[config.mk]
export PLATFORM = sky130hd
export DESIGN_NAME = fesm_top
export DESIGN_NICKNAME = d
export VERILOG_FILES = /design/src/inc/fesm_pkg.sv /design/src/logic/fesm_sync.sv /design/src/logic/fesm_timer.sv /design/src/logic/fesm_top.sv
export SDC_FILE = /design/constraint.sdc
export NUM_CORES = 1
export LEC_CHECK = 0
export BUFFER_PORTS_ARGS = -buffer_cell sky130_fd_sc_hd__buf_2
export CAP_MARGIN = 20
export CORE_MARGIN = 2
export CORE_UTILIZATION = 54
export DETAILED_ROUTE_END_ITERATION = 6
export PLACE_DENSITY = 0.8
export SLEW_MARGIN = 20
export SYNTH_ARGS = -nofsm -noshare
export SYNTH_HDL_FRONTEND = slang
export SYNTH_SLANG_ARGS = --single-unit
[constraint.sdc]
create_clock -name pclk -period 2.6 [get_ports pclk]
set_clock_uncertainty 0.2 [all_clocks]
set_input_delay 0.52 -clock pclk [delete_from_list [all_inputs] [get_ports pclk]]
set_output_delay 0.52 -clock pclk [all_outputs]
set_load 0.01 [all_outputs]
[src/inc/fesm_pkg.sv]
// package for the flash erase, security and margin command sequencer
// assumes a single pclk domain; registers are reached over apb
package fesm_pkg;
    // register byte offsets
    localparam logic [11:0] off_status = 12'h000;
    localparam logic [11:0] off_index = 12'h004;
    localparam logic [11:0] off_param = 12'h008;
    localparam logic [11:0] off_security = 12'h00c;
    localparam logic [11:0] off_config = 12'h010;
    localparam logic [11:0] off_margin = 12'h014;
    localparam logic [11:0] off_key_base = 12'h020;
    // command opcodes
    localparam logic [7:0] op_sector_erase = 8'h0a;
    localparam logic [7:0] op_unsecure = 8'h0b;
    localparam logic [7:0] op_backdoor = 8'h0c;
    localparam logic [7:0] op_user_margin = 8'h0d;
    // launch indices
    localparam logic [2:0] idx_0 = 3'h0;
    localparam logic [2:0] idx_1 = 3'h1;
    localparam logic [2:0] idx_4 = 3'h4;
    localparam int num_params = 6;
    localparam int num_blocks = 4;
    localparam int num_keys = 4;
    // margin levels
    localparam logic [15:0] margin_normal = 16'h0000;
    localparam logic [15:0] margin_user1 = 16'h0001;
    localparam logic [15:0] margin_user0 = 16'h0002;
    // field codes
    localparam logic [1:0] key_enabled = 2'h2;
    localparam logic [2:0] align_ok = 3'h0;
    localparam logic [6:0] block_base = 7'h7c;
    // status bit positions
    localparam int bit_complete = 7;
    localparam int bit_access = 5;
    localparam int bit_protect = 4;
    localparam int bit_verify1 = 1;
    localparam int bit_verify0 = 0;
    // timing of the array engine
    localparam int erase_time_us = 20;
    localparam int clk_mhz = 200;
    localparam int erase_cycles = erase_time_us * clk_mhz;
    typedef enum logic [2:0] {
        fesm_idle = 3'b000,
        fesm_erase = 3'b001,
        fesm_verify = 3'b010,
        fesm_compare = 3'b011,
        fesm_done = 3'b100
    } fesm_state_type;
endpackage

[src/logic/fesm_sync.sv]
// two flop synchroniser for one level
// assumes the input is asynchronous to pclk
`timescale 1ns/1ps
module fesm_sync (
    input wire logic pclk,
    input wire logic presetn,
    input wire logic din,
    output logic dout
);
    typedef struct packed {
        logic first;
        logic second;
    } fesm_sync_type;
    fesm_sync_type r;
    fesm_sync_type next_r;
    // first stage only feeds the second
    always_comb begin
        next_r.first = din;
        next_r.second = r.first;
    end
    always_ff @(posedge pclk or negedge presetn) begin
        if (!presetn) begin
            r <= '0;
        end else begin
            r <= next_r;
        end
    end
    assign dout = r.second;
endmodule

[src/logic/fesm_timer.sv]
// down counter that marks the end of an array operation
// assumes start is a one cycle pulse from the sequencer
`timescale 1ns/1ps
module fesm_timer (
    input wire logic pclk,
    input wire logic presetn,
    input wire logic start,
    input wire logic [15:0] length,
    output logic expired
);
    typedef struct packed {
        logic [15:0] count;
        logic running;
        logic expired;
    } fesm_timer_type;
    fesm_timer_type r;
    fesm_timer_type next_r;
    // expired pulses one cycle after the count runs out
    always_comb begin
        next_r = r;
        next_r.expired = 1'b0;
        if (start) begin
            next_r.count = length;
            next_r.running = 1'b1;
        end else if (r.running) begin
            if (r.count <= 16'h0001) begin
                next_r.running = 1'b0;
                next_r.expired = 1'b1;
            end else begin
                next_r.count = r.count - 16'h0001;
            end
        end
    end
    always_ff @(posedge pclk or negedge presetn) begin
        if (!presetn) begin
            r <= '0;
        end else begin
            r <= next_r;
        end
    end
    assign expired = r.expired;
endmodule

[src/logic/fesm_top.sv]
// command sequencer for sector erase, unsecure, backdoor key and user margin
// assumes an apb master on pclk, and an array that reports verify results on pins
// assumes verify pins settle before the erase timer runs out
// assumes software writes nothing while the complete flag is low
//
// The APB register port and the address map were decided locally.
`timescale 1ns/1ps
module fesm_top (
    input wire logic pclk,
    input wire logic presetn,
    input wire logic psel,
    input wire logic penable,
    input wire logic pwrite,
    input wire logic [11:0] paddr,
    input wire logic [31:0] pwdata,
    output logic [31:0] prdata,
    output logic pready,
    output logic pslverr,
    input wire logic verify_fail,
    input wire logic verify_uncorrectable,
    input wire logic special_mode,
    output logic secured,
    output logic [1:0] block_margin [fesm_pkg::num_blocks],
    output logic erase_active
);

    // all sequencer state except the stored key in one struct
    typedef struct packed {
        // machine and loaded words
        fesm_pkg::fesm_state_type state;
        logic [2:0] command_param_index;
        logic [15:0] param0;
        logic [15:0] param1;
        logic [15:0] param2;
        logic [15:0] param3;
        logic [15:0] param4;
        // status flags
        logic command_complete_flag;
        logic access_error_flag;
        logic protection_violation_flag;
        logic verify_error_flag;
        logic verify_uncorrectable_flag;
        // security and configuration
        logic secured;
        logic key_lockout;
        logic [7:0] security_config_register;
        logic [7:0] protect_mask;
        logic [7:0] mode_mask;
        // read margin per block
        logic [1:0] margin0;
        logic [1:0] margin1;
        logic [1:0] margin2;
        logic [1:0] margin3;
        // command in flight, bus answer
        logic [7:0] opcode;
        logic [31:0] prdata;
        logic pready;
        logic pslverr;
        logic erase_active;
        logic timer_start;
    } fesm_top_type;

    fesm_top_type r;
    fesm_top_type next_r;

    // comparison key kept beside the struct
    logic [15:0] stored_key [fesm_pkg::num_keys];
    logic [15:0] next_key [fesm_pkg::num_keys];

    // timer end and synchronised pins
    logic timer_done;
    logic fail_sync;
    logic unc_sync;
    logic mode_sync;

    // launch decode and bus strobes
    logic [1:0] key_en;
    logic block_bad;
    logic [1:0] blk;
    logic wr_strobe;
    logic rd_strobe;
    logic cmd_ok;
    ////////////////////////////////////////////////////////////////////////
    // pins from the array are asynchronous to pclk
    fesm_sync u_sync_fail (.pclk(pclk), .presetn(presetn), .din(verify_fail), .dout(fail_sync));
    fesm_sync u_sync_unc (.pclk(pclk), .presetn(presetn), .din(verify_uncorrectable), .dout(unc_sync));
    fesm_sync u_sync_mode (.pclk(pclk), .presetn(presetn), .din(special_mode), .dout(mode_sync));

    // one timer serves both erase commands
    fesm_timer u_timer (
        .pclk(pclk),
        .presetn(presetn),
        .start(r.timer_start),
        .length(16'(fesm_pkg::erase_cycles)),
        .expired(timer_done)
    );
    ////////////////////////////////////////////////////////////////////////
    // decode helpers
    assign key_en = r.security_config_register[7:6];
    assign blk = r.param0[1:0];
    assign block_bad = r.param0[6:2] != fesm_pkg::block_base[6:2];
    assign wr_strobe = psel && penable && pwrite && !r.pready;
    assign rd_strobe = psel && penable && !pwrite && !r.pready;

    // mode mask bit per opcode low three bits; set means allowed in normal mode
    always_comb begin
        cmd_ok = mode_sync || r.mode_mask[r.param0[10:8]];
    end
    ////////////////////////////////////////////////////////////////////////
    // sequencer and registers
    always_comb begin
        next_r = r;
        next_key = stored_key;
        next_r.pready = 1'b0;
        next_r.pslverr = 1'b0;
        next_r.timer_start = 1'b0;

        // apb slave: one wait state, answer in the access phase
        if (psel && penable && !r.pready) begin
            next_r.pready = 1'b1;
        end

        // reads have no side effects
        if (rd_strobe) begin
            unique case (paddr)
                fesm_pkg::off_status: next_r.prdata = {24'h000000, r.command_complete_flag, 1'b0,
                    r.access_error_flag, r.protection_violation_flag, 2'h0,
                    r.verify_error_flag, r.verify_uncorrectable_flag};
                fesm_pkg::off_index: next_r.prdata = {29'h00000000, r.command_param_index};
                fesm_pkg::off_security: next_r.prdata = {23'h000000, r.secured, r.security_config_register};
                fesm_pkg::off_config: next_r.prdata = {16'h0000, r.mode_mask, r.protect_mask};
                fesm_pkg::off_margin: next_r.prdata = {24'h000000, r.margin3, r.margin2, r.margin1, r.margin0};
                default: begin
                    next_r.prdata = 32'h00000000;
                    next_r.pslverr = 1'b1;
                end
            endcase
        end

        // writes are ignored while a command runs so parameters stay stable
        if (wr_strobe && r.command_complete_flag) begin
            unique case (paddr)
                fesm_pkg::off_index: next_r.command_param_index = pwdata[2:0];
                fesm_pkg::off_param: begin
                    unique case (r.command_param_index)
                        3'h0: next_r.param0 = pwdata[15:0];
                        3'h1: next_r.param1 = pwdata[15:0];
                        3'h2: next_r.param2 = pwdata[15:0];
                        3'h3: next_r.param3 = pwdata[15:0];
                        3'h4: next_r.param4 = pwdata[15:0];
                        default: next_r.pslverr = 1'b1;
                    endcase
                end
                fesm_pkg::off_security: next_r.security_config_register = pwdata[7:0];
                fesm_pkg::off_config: begin
                    next_r.protect_mask = pwdata[7:0];
                    next_r.mode_mask = pwdata[15:8];
                end
                // keys load but never read back
                fesm_pkg::off_key_base: next_key[0] = pwdata[15:0];
                fesm_pkg::off_key_base + 12'h004: next_key[1] = pwdata[15:0];
                fesm_pkg::off_key_base + 12'h008: next_key[2] = pwdata[15:0];
                fesm_pkg::off_key_base + 12'h00c: next_key[3] = pwdata[15:0];
                fesm_pkg::off_status: begin
                    // access and protection error flags clear by writing one
                    if (pwdata[fesm_pkg::bit_access]) next_r.access_error_flag = 1'b0;
                    if (pwdata[fesm_pkg::bit_protect]) next_r.protection_violation_flag = 1'b0;

                    // writing one to the complete flag launches a command
                    if (pwdata[fesm_pkg::bit_complete]) begin
                        next_r.command_complete_flag = 1'b0;
                        next_r.verify_error_flag = 1'b0;
                        next_r.verify_uncorrectable_flag = 1'b0;
                        // judged on words loaded before launch
                        next_r.opcode = r.param0[15:8];
                        next_r.state = fesm_pkg::fesm_done;
                        if (!cmd_ok) begin
                            next_r.access_error_flag = 1'b1;
                        end else begin
                            unique case (r.param0[15:8])
                                // index, block, alignment, protection
                                fesm_pkg::op_sector_erase: begin
                                    if (r.command_param_index != fesm_pkg::idx_1 || block_bad) begin
                                        next_r.access_error_flag = 1'b1;
                                    end else if (r.param1[2:0] != fesm_pkg::align_ok) begin
                                        next_r.access_error_flag = 1'b1;
                                    end else if (r.protect_mask[r.param1[15:13]]) begin
                                        next_r.protection_violation_flag = 1'b1;
                                    end else begin
                                        next_r.state = fesm_pkg::fesm_erase;
                                        next_r.timer_start = 1'b1;
                                    end
                                end

                                // any protected region refuses it
                                fesm_pkg::op_unsecure: begin
                                    if (r.command_param_index != fesm_pkg::idx_0) begin
                                        next_r.access_error_flag = 1'b1;
                                    end else if (r.protect_mask != 8'h00) begin
                                        next_r.protection_violation_flag = 1'b1;
                                    end else begin
                                        next_r.state = fesm_pkg::fesm_erase;
                                        next_r.timer_start = 1'b1;
                                    end
                                end

                                // lockout and enable before compare
                                fesm_pkg::op_backdoor: begin
                                    if (r.command_param_index != fesm_pkg::idx_4 || r.key_lockout) begin
                                        next_r.access_error_flag = 1'b1;
                                    end else if (key_en != fesm_pkg::key_enabled) begin
                                        next_r.access_error_flag = 1'b1;
                                    end else begin
                                        next_r.state = fesm_pkg::fesm_compare;
                                    end
                                end

                                // no array work, takes effect at once
                                fesm_pkg::op_user_margin: begin
                                    if (r.command_param_index != fesm_pkg::idx_1 || block_bad) begin
                                        next_r.access_error_flag = 1'b1;
                                    end else if (r.param1 != fesm_pkg::margin_normal &&
                                                 r.param1 != fesm_pkg::margin_user1 &&
                                                 r.param1 != fesm_pkg::margin_user0) begin
                                        next_r.access_error_flag = 1'b1;
                                    end else begin
                                        // margin-1 code drives erased-side read bias on the array
                                        unique case (blk)
                                            2'h0: next_r.margin0 = r.param1[1:0];
                                            2'h1: next_r.margin1 = r.param1[1:0];
                                            2'h2: next_r.margin2 = r.param1[1:0];
                                            2'h3: next_r.margin3 = r.param1[1:0];
                                        endcase
                                    end
                                end
                                default: next_r.access_error_flag = 1'b1;
                            endcase
                        end
                    end
                end
                default: next_r.pslverr = 1'b1;
            endcase
        end

        // command execution; a rejected launch goes straight to done
        unique case (r.state)
            fesm_pkg::fesm_idle: begin
                // waits for a launch
            end

            // erase_active spans the array phase
            fesm_pkg::fesm_erase: begin
                next_r.erase_active = 1'b1;
                if (timer_done) begin
                    next_r.erase_active = 1'b0;
                    next_r.state = fesm_pkg::fesm_verify;
                end
            end

            // pins are read once as erase ends
            fesm_pkg::fesm_verify: begin
                // set wins over clear: flags are cleared only at launch
                if (fail_sync || unc_sync) begin
                    next_r.verify_error_flag = 1'b1;
                end
                if (unc_sync) begin
                    next_r.verify_uncorrectable_flag = 1'b1;
                end
                if (r.opcode == fesm_pkg::op_unsecure && !fail_sync && !unc_sync) begin
                    next_r.secured = 1'b0;
                end
                next_r.state = fesm_pkg::fesm_done;
            end

            // one wrong word locks the command out
            fesm_pkg::fesm_compare: begin
                if (r.param1 == stored_key[0] && r.param2 == stored_key[1] &&
                    r.param3 == stored_key[2] && r.param4 == stored_key[3]) begin
                    next_r.secured = 1'b0;
                end else begin
                    next_r.access_error_flag = 1'b1;
                    next_r.key_lockout = 1'b1;
                end
                next_r.state = fesm_pkg::fesm_done;
            end

            // every command ends here
            fesm_pkg::fesm_done: begin
                next_r.command_complete_flag = 1'b1;
                next_r.state = fesm_pkg::fesm_idle;
            end
            default: next_r.state = fesm_pkg::fesm_idle;
        endcase
    end
    ////////////////////////////////////////////////////////////////////////
    // state registers; lockout clears only by reset
    always_ff @(posedge pclk or negedge presetn) begin
        if (!presetn) begin
            r <= '0;
            r.command_complete_flag <= 1'b1;
            r.secured <= 1'b1;
            r.mode_mask <= 8'hff;
            for (int i = 0; i < fesm_pkg::num_keys; i++) begin
                stored_key[i] <= 16'h0000;
            end
        end else begin
            r <= next_r;
            stored_key <= next_key;
        end
    end

    // outputs straight from state flops
    assign prdata = r.prdata;
    assign pready = r.pready;
    assign pslverr = r.pslverr;
    assign secured = r.secured;
    assign erase_active = r.erase_active;
    assign block_margin[0] = r.margin0;
    assign block_margin[1] = r.margin1;
    assign block_margin[2] = r.margin2;
    assign block_margin[3] = r.margin3;
endmodule

; ---- Word-level counts from Yosys, hierarchy flattened
; Index checks and enable logic that the tools add are counted.
[word_totals]
register_bits = 257
latch_bits = 0
mem_bits_rw = 0
romBits = 0
inputBits = 52
word_cells = 223
mem_count = 0
[classes]
add_sub_neg = 1
mul = 0
div = 0
magnitude_cmp = 3
n_eq_ne = 38
shift = 0
n_mux = 77
bitwise_logic = 3
reduce_logical = 61
[op_table]
columns = operator, n
row1 = 2-to-1 mux 16 bit, 6
row2 = 2-to-1 mux 91 bit, 1
row3 = 2-to-1 mux 80 bit, 1
row4 = one-hot mux 16 bit (5 select lines), 1
row5 = equality test 16 bit, 4
row6 = "equality test 12 x 6 -> 1 bit, second input constant", 4
row7 = 2-to-1 mux 1 bit, 41
row8 = "equality test 8 x 4 -> 1 bit, second input constant", 5
row9 = 2-to-1 mux 3 bit, 12
row10 = AND reduction 8 bit, 4
row11 = "equality test 12 x 4 -> 1 bit, second input constant", 2
row12 = "equality test 12 x 5 -> 1 bit, second input constant", 2
row13 = AND reduction 3 bit, 8
row14 = AND reduction 2 bit, 10
row15 = 2-to-1 mux 18 bit, 1
row16 = one-hot mux 3 bit (3 select lines), 2
row17 = 2-to-1 mux 17 bit, 1
row18 = "<= comparator 16 x 1 -> 1 bit, second input constant", 1
row19 = "inequality test 16 x 1 -> 1 bit, second input constant", 1
row20 = "inequality test 16 x 2 -> 1 bit, second input constant", 1
row21 = nonzero test 16 bit, 1
row22 = "subtractor 16 x 1 -> 16 bit, second input constant", 1
row23 = logical AND 1 bit, 14
row24 = "equality test 12 x 3 -> 1 bit, second input constant", 1
row25 = other kinds (27), 58

; ---- Depth between registers and ports, before layout
; Gate-level depths: netlist (run 1).
[depth]
word_depth = 12
ltp_mapped = 8
mapped_depth_nobuf = 7

; ---- Hierarchy
; A second synthesis (run 1) with hierarchy kept.
[hier_totals]
hier_cells = 884
area_unflattened_um2 = 11169.5
[by_module_without_submodules]
columns = mod, instances, cells_per_inst, area_each_um2, seq_area_each_um2
row1 = fesm_top, 1, 754, 9914.5, 5417.7
row2 = fesm_timer, 1, 124, 1104.8, 450.4
row3 = fesm_sync, 3, 2, 50.0, 50.0

; ---- Worst setup path after synthesis (run 1)
; OpenSTA, ideal clock, no wires.
[synth_path]
path_kind = input to register
startpoint = input port paddr[9]
endpoint = register r[104] in the netlist's numbering
arrival_time_ns = 2.809
slack_ns = -0.534
cell_stages = 8
n_path_buf = 2
cell_sequence = or4_4 > or4_1 > buf_2 > nor2_1 > nand3_2 > nor3b_4 > buf_6 > mux2_2
[synth_between]
elab_chain_len = 2
[synth_lines]
columns = element, line_no
row1 = from (decl), fesm_top.sv:14  ; input wire logic [11:0] paddr,
row2 = equality test 12 x 4 -> 1 bit, fesm_top.sv:142  ; unique case (paddr)
row3 = AND reduction 3 bit (no source line), -
row4 = to (signal assigned), fesm_top.sv:307  ; r <= next_r;
row5 = to (decl), fesm_top.sv:63  ; fesm_top_type r;
; No other way between the ends.
; A chain may end at the register's enable or synchronous reset.

; ---- Worst setup path in the final report (run 1)
[layout_path]
startpoint = input port paddr[9]
endpoint = register stored_key[42] in the netlist's numbering
[layout_between]
elab_chain_len = 2
[layout_lines]
columns = element, line_no
row1 = equality test 12 x 6 -> 1 bit, fesm_top.sv:142
row2 = AND reduction 2 bit (no source line), -
row3 = to (signal assigned), fesm_top.sv:308  ; stored_key <= next_key;
row4 = to (decl), fesm_top.sv:67  ; logic [15:0] stored_key [fesm_pkg::num_keys];
; No other way between the ends.

==> impl_metrics.ini, run 1 <==
[sta]
final_min_period_over_clock_period_pct = 104
postLayoutSetupSlackWorst_ns = -0.105
final.min_clock_period_ns = 2.71
max-slew-margin-rel_pct = 46.4
worst_pin_slew_ns = 0.796
max_freq_mhz = 370
hold_slack_ns = 0.148
totalNegativeSetupSlack_ns = -6.65
rsz0062_at_grt = yes
finalHoldViolCount = 0
setup_viol = 147
maxSlewViolCount = 0

[floorplan]
die_width_um = 149
core_area_mm2 = 0.0208
initial_utilization_pct = 54.5
boundary_pins = 96
die_area_mm2 = 0.0222
die-height_um = 149
floorplan.rows = 53

[setup_path]
cp_data_arrival_time_ns = 2.90
worstSetupStartpointType = primary input
worst_setup_path_end_kind = flip-flop
crit_path_max_fanout = 13
crit_slowest_cell = sky130_fd_sc_hd__or4_4
path_class = primary input to flip-flop
cp_slowest_stage_delay_ns = 0.53
worstPathCellList = buf_6 > or4_4 > or3_4 > or3_1 > buf_4 > nor2_4 > buf_12 > mux2_4
critPathTopFamily = simple AND/OR/NAND/NOR gates
crit_required_ns = 2.80
path_buf_inv = 3

[placed_design]
detailed_place.area_mm2 = 0.0125
globalplace.congestion = 0.883
io_buffer_count = 63
detailed_place_hpwl_um = 18500

[pwr]
powerDensity_mw_per_mm2 = 576
power.static_leakage_nw = 6.47
fin_total_pwr_mw = 7.91
max-vdd-ir-drop_uv = 420

[drt]
dr_total_vias = 7666
post-route-drc-count = 0
drt-pass1-iter-count = 5
avgRoutedWirePerCell_um = 22.4
detail_route.iter0.violations = 603
post_drt_via_cell_ratio = 5.94
routed_wirelength_um = 28900
antenna_violating_nets_left = 0

[synth]
flop_and_latch_count_out_of_synthesis = 240
dominantRegCellSynth = sky130_fd_sc_hd__dfrtp_1
syn-instance-count = 901
postSynthAreaPerCell_um2 = 12.6
netlist_area_mm2 = 0.0113
yosysSeqAreaShare_pct = 53.1
synth_edf_count = 0
synth.distinct_cells = 68
postSynth.asyncResetShare_pct = 100
yosys_warnings = 0

[final_layout]
antenna_cells_inserted = 0
finish.instance_area_mm2 = 0.0137
drive_above_1_share_pct = 40.1
nets = 1053
areaGrowthSynthToFinish_pct = 21.0
fill_cells = 1442

[cts]
cts.reportedPaths.clkPinSlew_ns = 0.06
clock_path_buffers = 3
worst_skew_pair.late_latency_ns = 0.52
cts-buffers-inserted = 25
cts_tree = built
numClockSinks = 240
cts-root-buf = sky130_fd_sc_hd__clkbuf_16
cts_max_level = 1

[hold_path]
hold_path_class = flip-flop to flip-flop

[job]
max-cap-violations = 0

[global_route]
globalRouteTotalUtil_pct = 26.2
grt_pass1_wl_um = 45400
grt_pass1_vias = 7874
antenna_found_initial = 0
grt_start_max_net_pins = 66
final_global_route_overflow_total = 0

[run_status]
run_status = complete, but fails checks
failed_checks = negative setup slack
power by group:
group,total (mW),switching [mW],internal [mW]
registers,3.75,0.00382,3.74
logic,0.278,0.201,0.0763
clock network,3.88,1.46,2.43
metrics by stage:
| step | setup slack (ns) | util (%) | cells |
|---|---|---|---|
| 6_report | -0.105 | 65.9 | 1291 |
| 5_1_grt | -0.130 | 65.9 | 1291 |
| 4_1_cts | -0.0599 | 65.1 | 1287 |
| 3_5_place_dp | -0.652 | 59.9 | 1235 |
| 3_3_place_gp | -0.609 | 59.9 | 1235 |
| 2_1_floorplan | -0.530 | - | 916 |
kinds of logic (layout without fill, tap and decap cells):
| logic type | count (synthesis) | in the layout | synth area share [%] |
|---|---|---|---|
| flops | 240 | 240 | 53.1 |
| simple gates | 205 | 208 | 10.7 |
| mux | 195 | 195 | 20.6 |
| buf+inv | 98 | 195 | 4.98 |
| compound gates | 91 | 91 | 5.08 |
| xor+xnor | 69 | 69 | 5.33 |
| fa+ha+maj | 2 | 2 | 0.221 |
| other cells | 1 | 16 | 0.0331 |
cell type report:
| type | instances | area [µm²] | share of cell area (%) |
|---|---|---|---|
| Sequential cell | 240 | 6020 | 43.9 |
| Multi-Input combinational cell | 581 | 5370 | 39.1 |
| Timing Repair Buffer | 138 | 1050 | 7.62 |
| Clock buffer | 36 | 727 | 5.30 |
| Tap cell | 275 | 344 | 2.51 |
| Clock inverter | 8 | 165 | 1.20 |
| Inverter | 13 | 48.8 | 0.356 |
cells in the mapped netlist (all sizes together) (5+ instances only):
master	n	area, µm²
a21oi	14	70.1
a221oi	6	52.6
a22oi	5	37.5
buf	62	429
clkbuf	23	86.3
dfrtp	230	5760
dfstp	10	263
inv	13	48.8
mux2	185	2200
mux2i	7	70.1
nand2	44	188
nand2b	6	37.5
nand3	13	70.1
nand4	19	119
nor2	43	185
nor2b	6	37.5
nor3	17	101
nor4	16	106
nor4b	5	58.8
o21ai	40	200
or3	5	36.3
or4	8	67.6
xnor2	66	578
worst reg2reg max path: cells and delay by family (launching register included):
family	cells	cell delay (ns)
simple gates	2	0.59
flops	1	0.56
compound gates	1	0.23
mux	3	0.91
what timing repair did:
item | in CTS | in global routing
cloned | 3 | 1
hold endpoints to repair | 58 | 0
pin swaps | 4 | 2
setup buffers | 1 | 3
resized for setup | 15 | 39
setup endpoints to repair | 142 | 157
hold buffers | 4 | 0
state kept, by name, summed over array words and instances, names as in the netlist:
signal / flops
u_sync_mode.dout: 1
u_timer.expired: 1
secured: 1
r: 120
blk: 2
stored_key: 64
block_margin: 8
pready: 1
erase_active: 1
pslverr: 1
u_sync_unc.next_r: 1
key_en: 2
u_sync_mode.next_r: 1
prdata: 16
u_sync_fail.next_r: 1
u_timer.r: 17
u_sync_unc.dout: 1
u_sync_fail.dout: 1
placed cells by master (no fill, tap or decap), drive strengths merged, types with 5 or more instances in the layout:
master	n
a221oi	6
nor4	16
o21ai	40
a22oi	5
or4	8
nand4	19
nand2b	6
conb	16
inv	13
mux2	185
dfstp	10
nor4b	5
nor2b	6
nand2	47
or3	5
mux2i	7
nor3	17
clkbuf	36
a21oi	14
xnor2	66
nand3	13
buf	134
dfrtp	230
nor2	43
bufinv	5
metal layers:
metal	vias up	routed length (µm)	GRT usage, %
met5	-	0	0
li1	3353	-	-
met1	3933	12000	35.1
met4	0	1040	8.71
met3	87	1740	4.10
met2	293	14000	43.7
path summary, 6_finish.rpt:
| kind | start | to | slack, ns | cells after the start |
|---|---|---|---|---|
| max in group asynchronous | presetn | stored_key[36]$_DFFE_PN0P_ | 1.14 | 3 |
| worst min register to register | u_sync_fail.next_r[0]$_DFF_PN0_ | u_sync_fail.dout$_DFF_PN0_ | 0.15 | 0 |
| min in group asynchronous | presetn | r[73]$_DFFE_PN0P_ | 0.37 | 2 |
| worst min-delay path | u_sync_fail.next_r[0]$_DFF_PN0_ | u_sync_fail.dout$_DFF_PN0_ | 0.15 | 0 |
| worst max register to register | r[55]$_DFFE_PN1P_ | block_margin[7]$_DFFE_PN0P_ | 0 | 6 |
| worst max-delay path | paddr[9] | stored_key[42]$_DFFE_PN0P_ | -0.11 | 8 |
No activity file was read; power rests on OpenSTA's default activity.
==> inputs of run 2 (changes only) <==
--- a/config.mk
+++ b/config.mk
@@ -11,6 +11,7 @@
 export CORE_UTILIZATION = 54
 export DETAILED_ROUTE_END_ITERATION = 6
 export PLACE_DENSITY = 0.8
+export RECOVER_POWER = 100
 export SLEW_MARGIN = 20
 export SYNTH_ARGS = -nofsm -noshare
 export SYNTH_HDL_FRONTEND = slang
==> impl_metrics.ini, run 2 (synthesized netlist as in run 1, its figures left out) <==
[placed_design]
io_buffer_count = 63
globalplace.congestion = 0.883
detailed_place_hpwl_um = 18500
detailed_place.area_mm2 = 0.0125

[final_layout]
finish.instance_area_mm2 = 0.0136
layout.cells.most_common_list = sky130_fd_sc_hd__dfrtp_1, sky130_fd_sc_hd__mux2_4, sky130_fd_sc_hd__xnor2_1
register_area_mm2 = 0.00602
drive_above_1_share_pct = 36.6
antenna_cells_inserted = 0
fill_cells = 1470
areaGrowthSynthToFinish_pct = 20.0
largest_reg_flops = 120
largest_registers = r: 120 flops, stored_key: 64 flops, u_timer.r: 17 flops
nets = 1053
multi_input_area_mm2 = 0.00536
max_flop_register = r
mostFrequentLayoutCell = sky130_fd_sc_hd__dfrtp_1

[floorplan]
die_width_um = 149
die_area_mm2 = 0.0222
floorplan.rows = 53
core_area_mm2 = 0.0208
initial_utilization_pct = 54.5
die-height_um = 149
boundary_pins = 96

[sta]
worst_pin_slew_ns = 1.57
final_min_period_over_clock_period_pct = 104
max_freq_mhz = 370
maxSlewViolCount = 66
finalHoldViolCount = 0
max-slew-margin-rel_pct = -4.35
postLayoutSetupSlackWorst_ns = -0.103
setup_viol = 157
rsz0062_at_grt = yes
final.min_clock_period_ns = 2.70
hold_slack_ns = 0.149

[pwr]
max-vdd-ir-drop_uv = 420
power.static_leakage_nw = 6.32
fin_total_pwr_mw = 7.90
powerDensity_mw_per_mm2 = 580

[cts]
cts-buffers-inserted = 25
cts.reportedPaths.clkPinSlew_ns = 0.06
cts_max_level = 1
numClockSinks = 240
cts_tree = built
worst_skew_pair.late_latency_ns = 0.52
clock_path_buffers = 3
cts-root-buf = sky130_fd_sc_hd__clkbuf_16

[hold_path]
min_from = u_sync_fail.next_r[0]$_DFF_PN0_
hold_path_class = flip-flop to flip-flop

[global_route]
grt_start_max_net_pins = 66
antenna_found_initial = 0
globalRouteTotalUtil_pct = 26.2
final_global_route_overflow_total = 0
grt_pass1_vias = 7874
grt_pass1_wl_um = 45400

[drt]
post_drt_via_cell_ratio = 5.96
detail_route.iter0.violations = 562
drt-pass1-iter-count = 5
avgRoutedWirePerCell_um = 22.4
antenna_violating_nets_left = 0
post-route-drc-count = 0
routed_wirelength_um = 28900
dr_total_vias = 7700

[setup_path]
worstReg2RegStart = pready$_DFF_PN0_
cp_data_arrival_time_ns = 2.90
crit_path_max_fanout = 13
worst_setup_path_end_kind = flip-flop
path_class = primary input to flip-flop
worst_setup_path_startpoint = paddr[9]
worstSetupStartpointType = primary input
crit_required_ns = 2.80

[run_status]
run_status = complete, but fails checks
failed_checks = max-capacitance violations, max-slew violations, negative setup slack

[job]
max-cap-violations = 1
## run 2: where the power goes
group	total (mW)	switching, mW	internal [mW]
Combinational	0.266	0.200	0.0660
Clock	3.88	1.45	2.43
Sequential	3.75	0.00396	3.74
Total	7.90	1.66	6.24
## run 2: path summary, 6_finish.rpt
check / to / slack [ns] / depth (start not counted)
worst max-delay path: stored_key[42]$_DFFE_PN0P_ / -0.10 / 8
worst min-delay path: u_sync_fail.dout$_DFF_PN0_ / 0.15 / 0
worst max register to register: r[160]$_DFFE_PN0P_ / -0.09 / 8
worst min register to register: u_sync_fail.dout$_DFF_PN0_ / 0.15 / 0
max in group asynchronous: stored_key[36]$_DFFE_PN0P_ / 0.27 / 3
min in group asynchronous: r[73]$_DFFE_PN0P_ / 0.76 / 2
## run 2: worst max-delay path, cell delays in order
cell and delay, ns:
sky130_fd_sc_hd__buf_6 0.09, sky130_fd_sc_hd__or4_4 0.53, sky130_fd_sc_hd__or3_4 0.39, sky130_fd_sc_hd__or3_1 0.48
sky130_fd_sc_hd__buf_4 0.20, sky130_fd_sc_hd__nor2_4 0.15, sky130_fd_sc_hd__buf_12 0.20, sky130_fd_sc_hd__mux2_4 0.32
## run 2: stage by stage
step	worst slack [ns]	cells	TNS (ns)	util, %
after global placement	-0.609	1235	-93.81	59.9
after global routing	-0.130	1291	-13.28	65.3
after floorplan	-0.530	916	-64.37	-
after CTS	-0.0599	1287	-3.46	65.1
after detailed placement	-0.652	1235	-96.54	59.9
final	-0.103	1291	-6.95	65.3
## run 2: per-layer routing
metal | vias up | global-route usage, % | part of all wire [%] | wire length (µm)
li1 | 3352 | - | - | -
met5 | - | 0 | 0 | 0
met2 | 280 | 43.7 | 49 | 14100
met4 | 0 | 8.71 | 3.6 | 1050
met1 | 3983 | 35.1 | 42 | 12000
met3 | 85 | 4.10 | 6.0 | 1740
## run 2: timing repair
item / 4_1_cts / 5_1_grt
endpoints found under the hold margin: 58 / 0
setup buffers: 1 / 3
cloned: 3 / 1
hold buffers: 4 / 0
pin swaps: 4 / 2
setup endpoints to repair: 142 / 157
gates resized for setup: 15 / 39
## run 2: cell type report
type / instances / area share [%]
Tap cell: 275 / 2.53
Clock buffer: 36 / 5.34
Multi-Input combinational cell: 581 / 39.4
Clock inverter: 8 / 1.21
Sequential cell: 240 / 44.2
Inverter: 13 / 0.359
Timing Repair Buffer: 138 / 6.95
==> inputs of run 3 (changes only) <==
--- a/config.mk
+++ b/config.mk
@@ -7,6 +7,7 @@
 export LEC_CHECK = 0
 export BUFFER_PORTS_ARGS = -buffer_cell sky130_fd_sc_hd__buf_2
 export CAP_MARGIN = 20
+export CORE_ASPECT_RATIO = 1.1
 export CORE_MARGIN = 2
 export CORE_UTILIZATION = 54
 export DETAILED_ROUTE_END_ITERATION = 6
==> constraint.sdc (replaced) <==
create_clock -name pclk -period 2.6 [get_ports pclk]
set_clock_uncertainty 0.2 [all_clocks]
set_input_delay 0.26 -clock pclk [delete_from_list [all_inputs] [get_ports pclk]]
set_output_delay 0.26 -clock pclk [all_outputs]
set_load 0.01 [all_outputs]
==> impl_metrics.ini, run 3 (synthesized netlist as in run 1, its figures left out) <==
[global_route]
antenna_found_initial = 0
grt_pass1_wl_um = 42500
grt_start_max_net_pins = 86
grt_pass1_vias = 7720
final_global_route_overflow_total = 0
globalRouteTotalUtil_pct = 24.5

[run_status]
failed_checks = max-capacitance violations, max-slew violations, negative setup slack
run_status = complete, but fails checks

[hold_path]
hold_path_class = primary input to flip-flop

[sta]
maxSlewViolCount = 85
postLayoutSetupSlackWorst_ns = -0.0544
max_freq_mhz = 377
totalNegativeSetupSlack_ns = -0.179
finalHoldViolCount = 0
final_min_period_over_clock_period_pct = 102
final.min_clock_period_ns = 2.65
rsz0062_at_grt = yes
max-slew-margin-rel_pct = -31.3
worst_pin_slew_ns = 1.97
setup_viol = 6

[final_layout]
largest_registers = r: 120 flops, stored_key: 64 flops, u_timer.r: 17 flops
nets = 1046
antenna_cells_inserted = 0
register_area_mm2 = 0.00602
mostFrequentLayoutCell = sky130_fd_sc_hd__dfrtp_1
areaGrowthSynthToFinish_pct = 15.5
fill_cells = 1547
max_flop_register = r
largest_reg_flops = 120
drive_above_1_share_pct = 33.3
layout.cells.most_common_list = sky130_fd_sc_hd__dfrtp_1, sky130_fd_sc_hd__mux2_2, sky130_fd_sc_hd__mux2_4
multi_input_area_mm2 = 0.00498

[floorplan]
die-height_um = 156
core_area_mm2 = 0.0206
die_width_um = 142
initial_utilization_pct = 55.1
boundary_pins = 96
die_area_mm2 = 0.0222
floorplan.rows = 55

[setup_path]
path_class = primary input to flip-flop
cp_data_arrival_time_ns = 2.85
crit_path_max_fanout = 3
worstSetupStartpointType = primary input
worst_setup_path_end_kind = flip-flop
crit_required_ns = 2.80

[drt]
dr_total_vias = 7451
routed_wirelength_um = 26600
post_drt_via_cell_ratio = 5.88
antenna_violating_nets_left = 0
drt-pass1-iter-count = 5
detail_route.iter0.violations = 452
post-route-drc-count = 0
avgRoutedWirePerCell_um = 21.0

[pwr]
max-vdd-ir-drop_uv = 386
power.static_leakage_nw = 6.23
fin_total_pwr_mw = 7.64
powerDensity_mw_per_mm2 = 583

[placed_design]
io_buffer_count = 63
globalplace.congestion = 0.853
detailed_place_hpwl_um = 17700

[cts]
cts-root-buf = sky130_fd_sc_hd__clkbuf_16
clock_path_buffers = 3
worst_skew_pair.late_latency_ns = 0.52
cts-buffers-inserted = 25
cts_tree = built
cts.reportedPaths.clkPinSlew_ns = 0.06
numClockSinks = 240
cts_max_level = 1

[job]
max-cap-violations = 1
run 3: area by class of cell:
type	count	area share (%)
Multi-Input combinational cell	578	38.0
Sequential cell	240	46.0
Clock inverter	12	0.917
Inverter	13	0.373
Tap cell	256	2.45
Clock buffer	34	5.57
Timing Repair Buffer	134	6.73
run 3: per-layer routing:
layer / vias to the layer above / track usage, % / part of all wire [%]
met5: - / 0 / 0
met3: 61 / 2.79 / 4.4
met1: 3809 / 32.0 / 42
met4: 0 / 9.24 / 3.4
li1: 3332 / - / -
met2: 249 / 42.3 / 50
run 3: power by group:
| part | internal (mW) | switching (mW) |
|---|---|---|
| Sequential | 3.74 | 0.00437 |
| Clock | 2.17 | 1.47 |
| Combinational | 0.0666 | 0.188 |
run 3: repair_timing:
action                                  4_1_cts  5_1_grt
pin swaps                                     2        0
hold buffers                                 11        0
endpoints found under the setup margin        8        8
resized for setup                             4        2
buffers inserted                              0        1
hold endpoints to repair                    119        0
run 3: per-stage QoR:
stage          cells  util [%]  setup WS (ns)  area, µm²  hold WS [ns]
2_1_floorplan    916         -         -0.270      11700        -0.236
3_3_place_gp    1209      59.8         -0.416      12300         0.110
3_5_place_dp    1209      59.8         -0.510      12300         0.112
4_1_cts         1266      64.6        -0.0378      13300       0.00152
5_1_grt         1267      63.6         -0.128      13100       0.00561
6_report        1267      63.6        -0.0544      13100        0.0109
run 3: worst paths after layout:
path / cells after the start / slack (ns) / to / from
min in group asynchronous: 2 / 0.67 / u_timer.r[17]$_DFFE_PN0P_ / presetn
max: 7 / -0.05 / block_margin[7]$_DFFE_PN0P_ / paddr[9]
max in group asynchronous: 3 / 0.32 / r[57]$_DFFE_PN1P_ / presetn
min: 2 / 0.01 / stored_key[24]$_DFFE_PN0P_ / pwdata[8]
max reg2reg: 6 / -0.04 / block_margin[7]$_DFFE_PN0P_ / pready$_DFF_PN0_
min reg2reg: 0 / 0.16 / u_sync_unc.dout$_DFF_PN0_ / u_sync_unc.next_r[0]$_DFF_PN0_
run 3: worst max-delay path, cell delays in order:
cell                      delay (ns)
sky130_fd_sc_hd__buf_2          0.09
sky130_fd_sc_hd__or4_1          0.56
sky130_fd_sc_hd__or3_4          0.40
sky130_fd_sc_hd__or4_4          0.55
sky130_fd_sc_hd__nor4b_4        0.36
sky130_fd_sc_hd__nor3b_4        0.31
sky130_fd_sc_hd__mux2_4         0.33
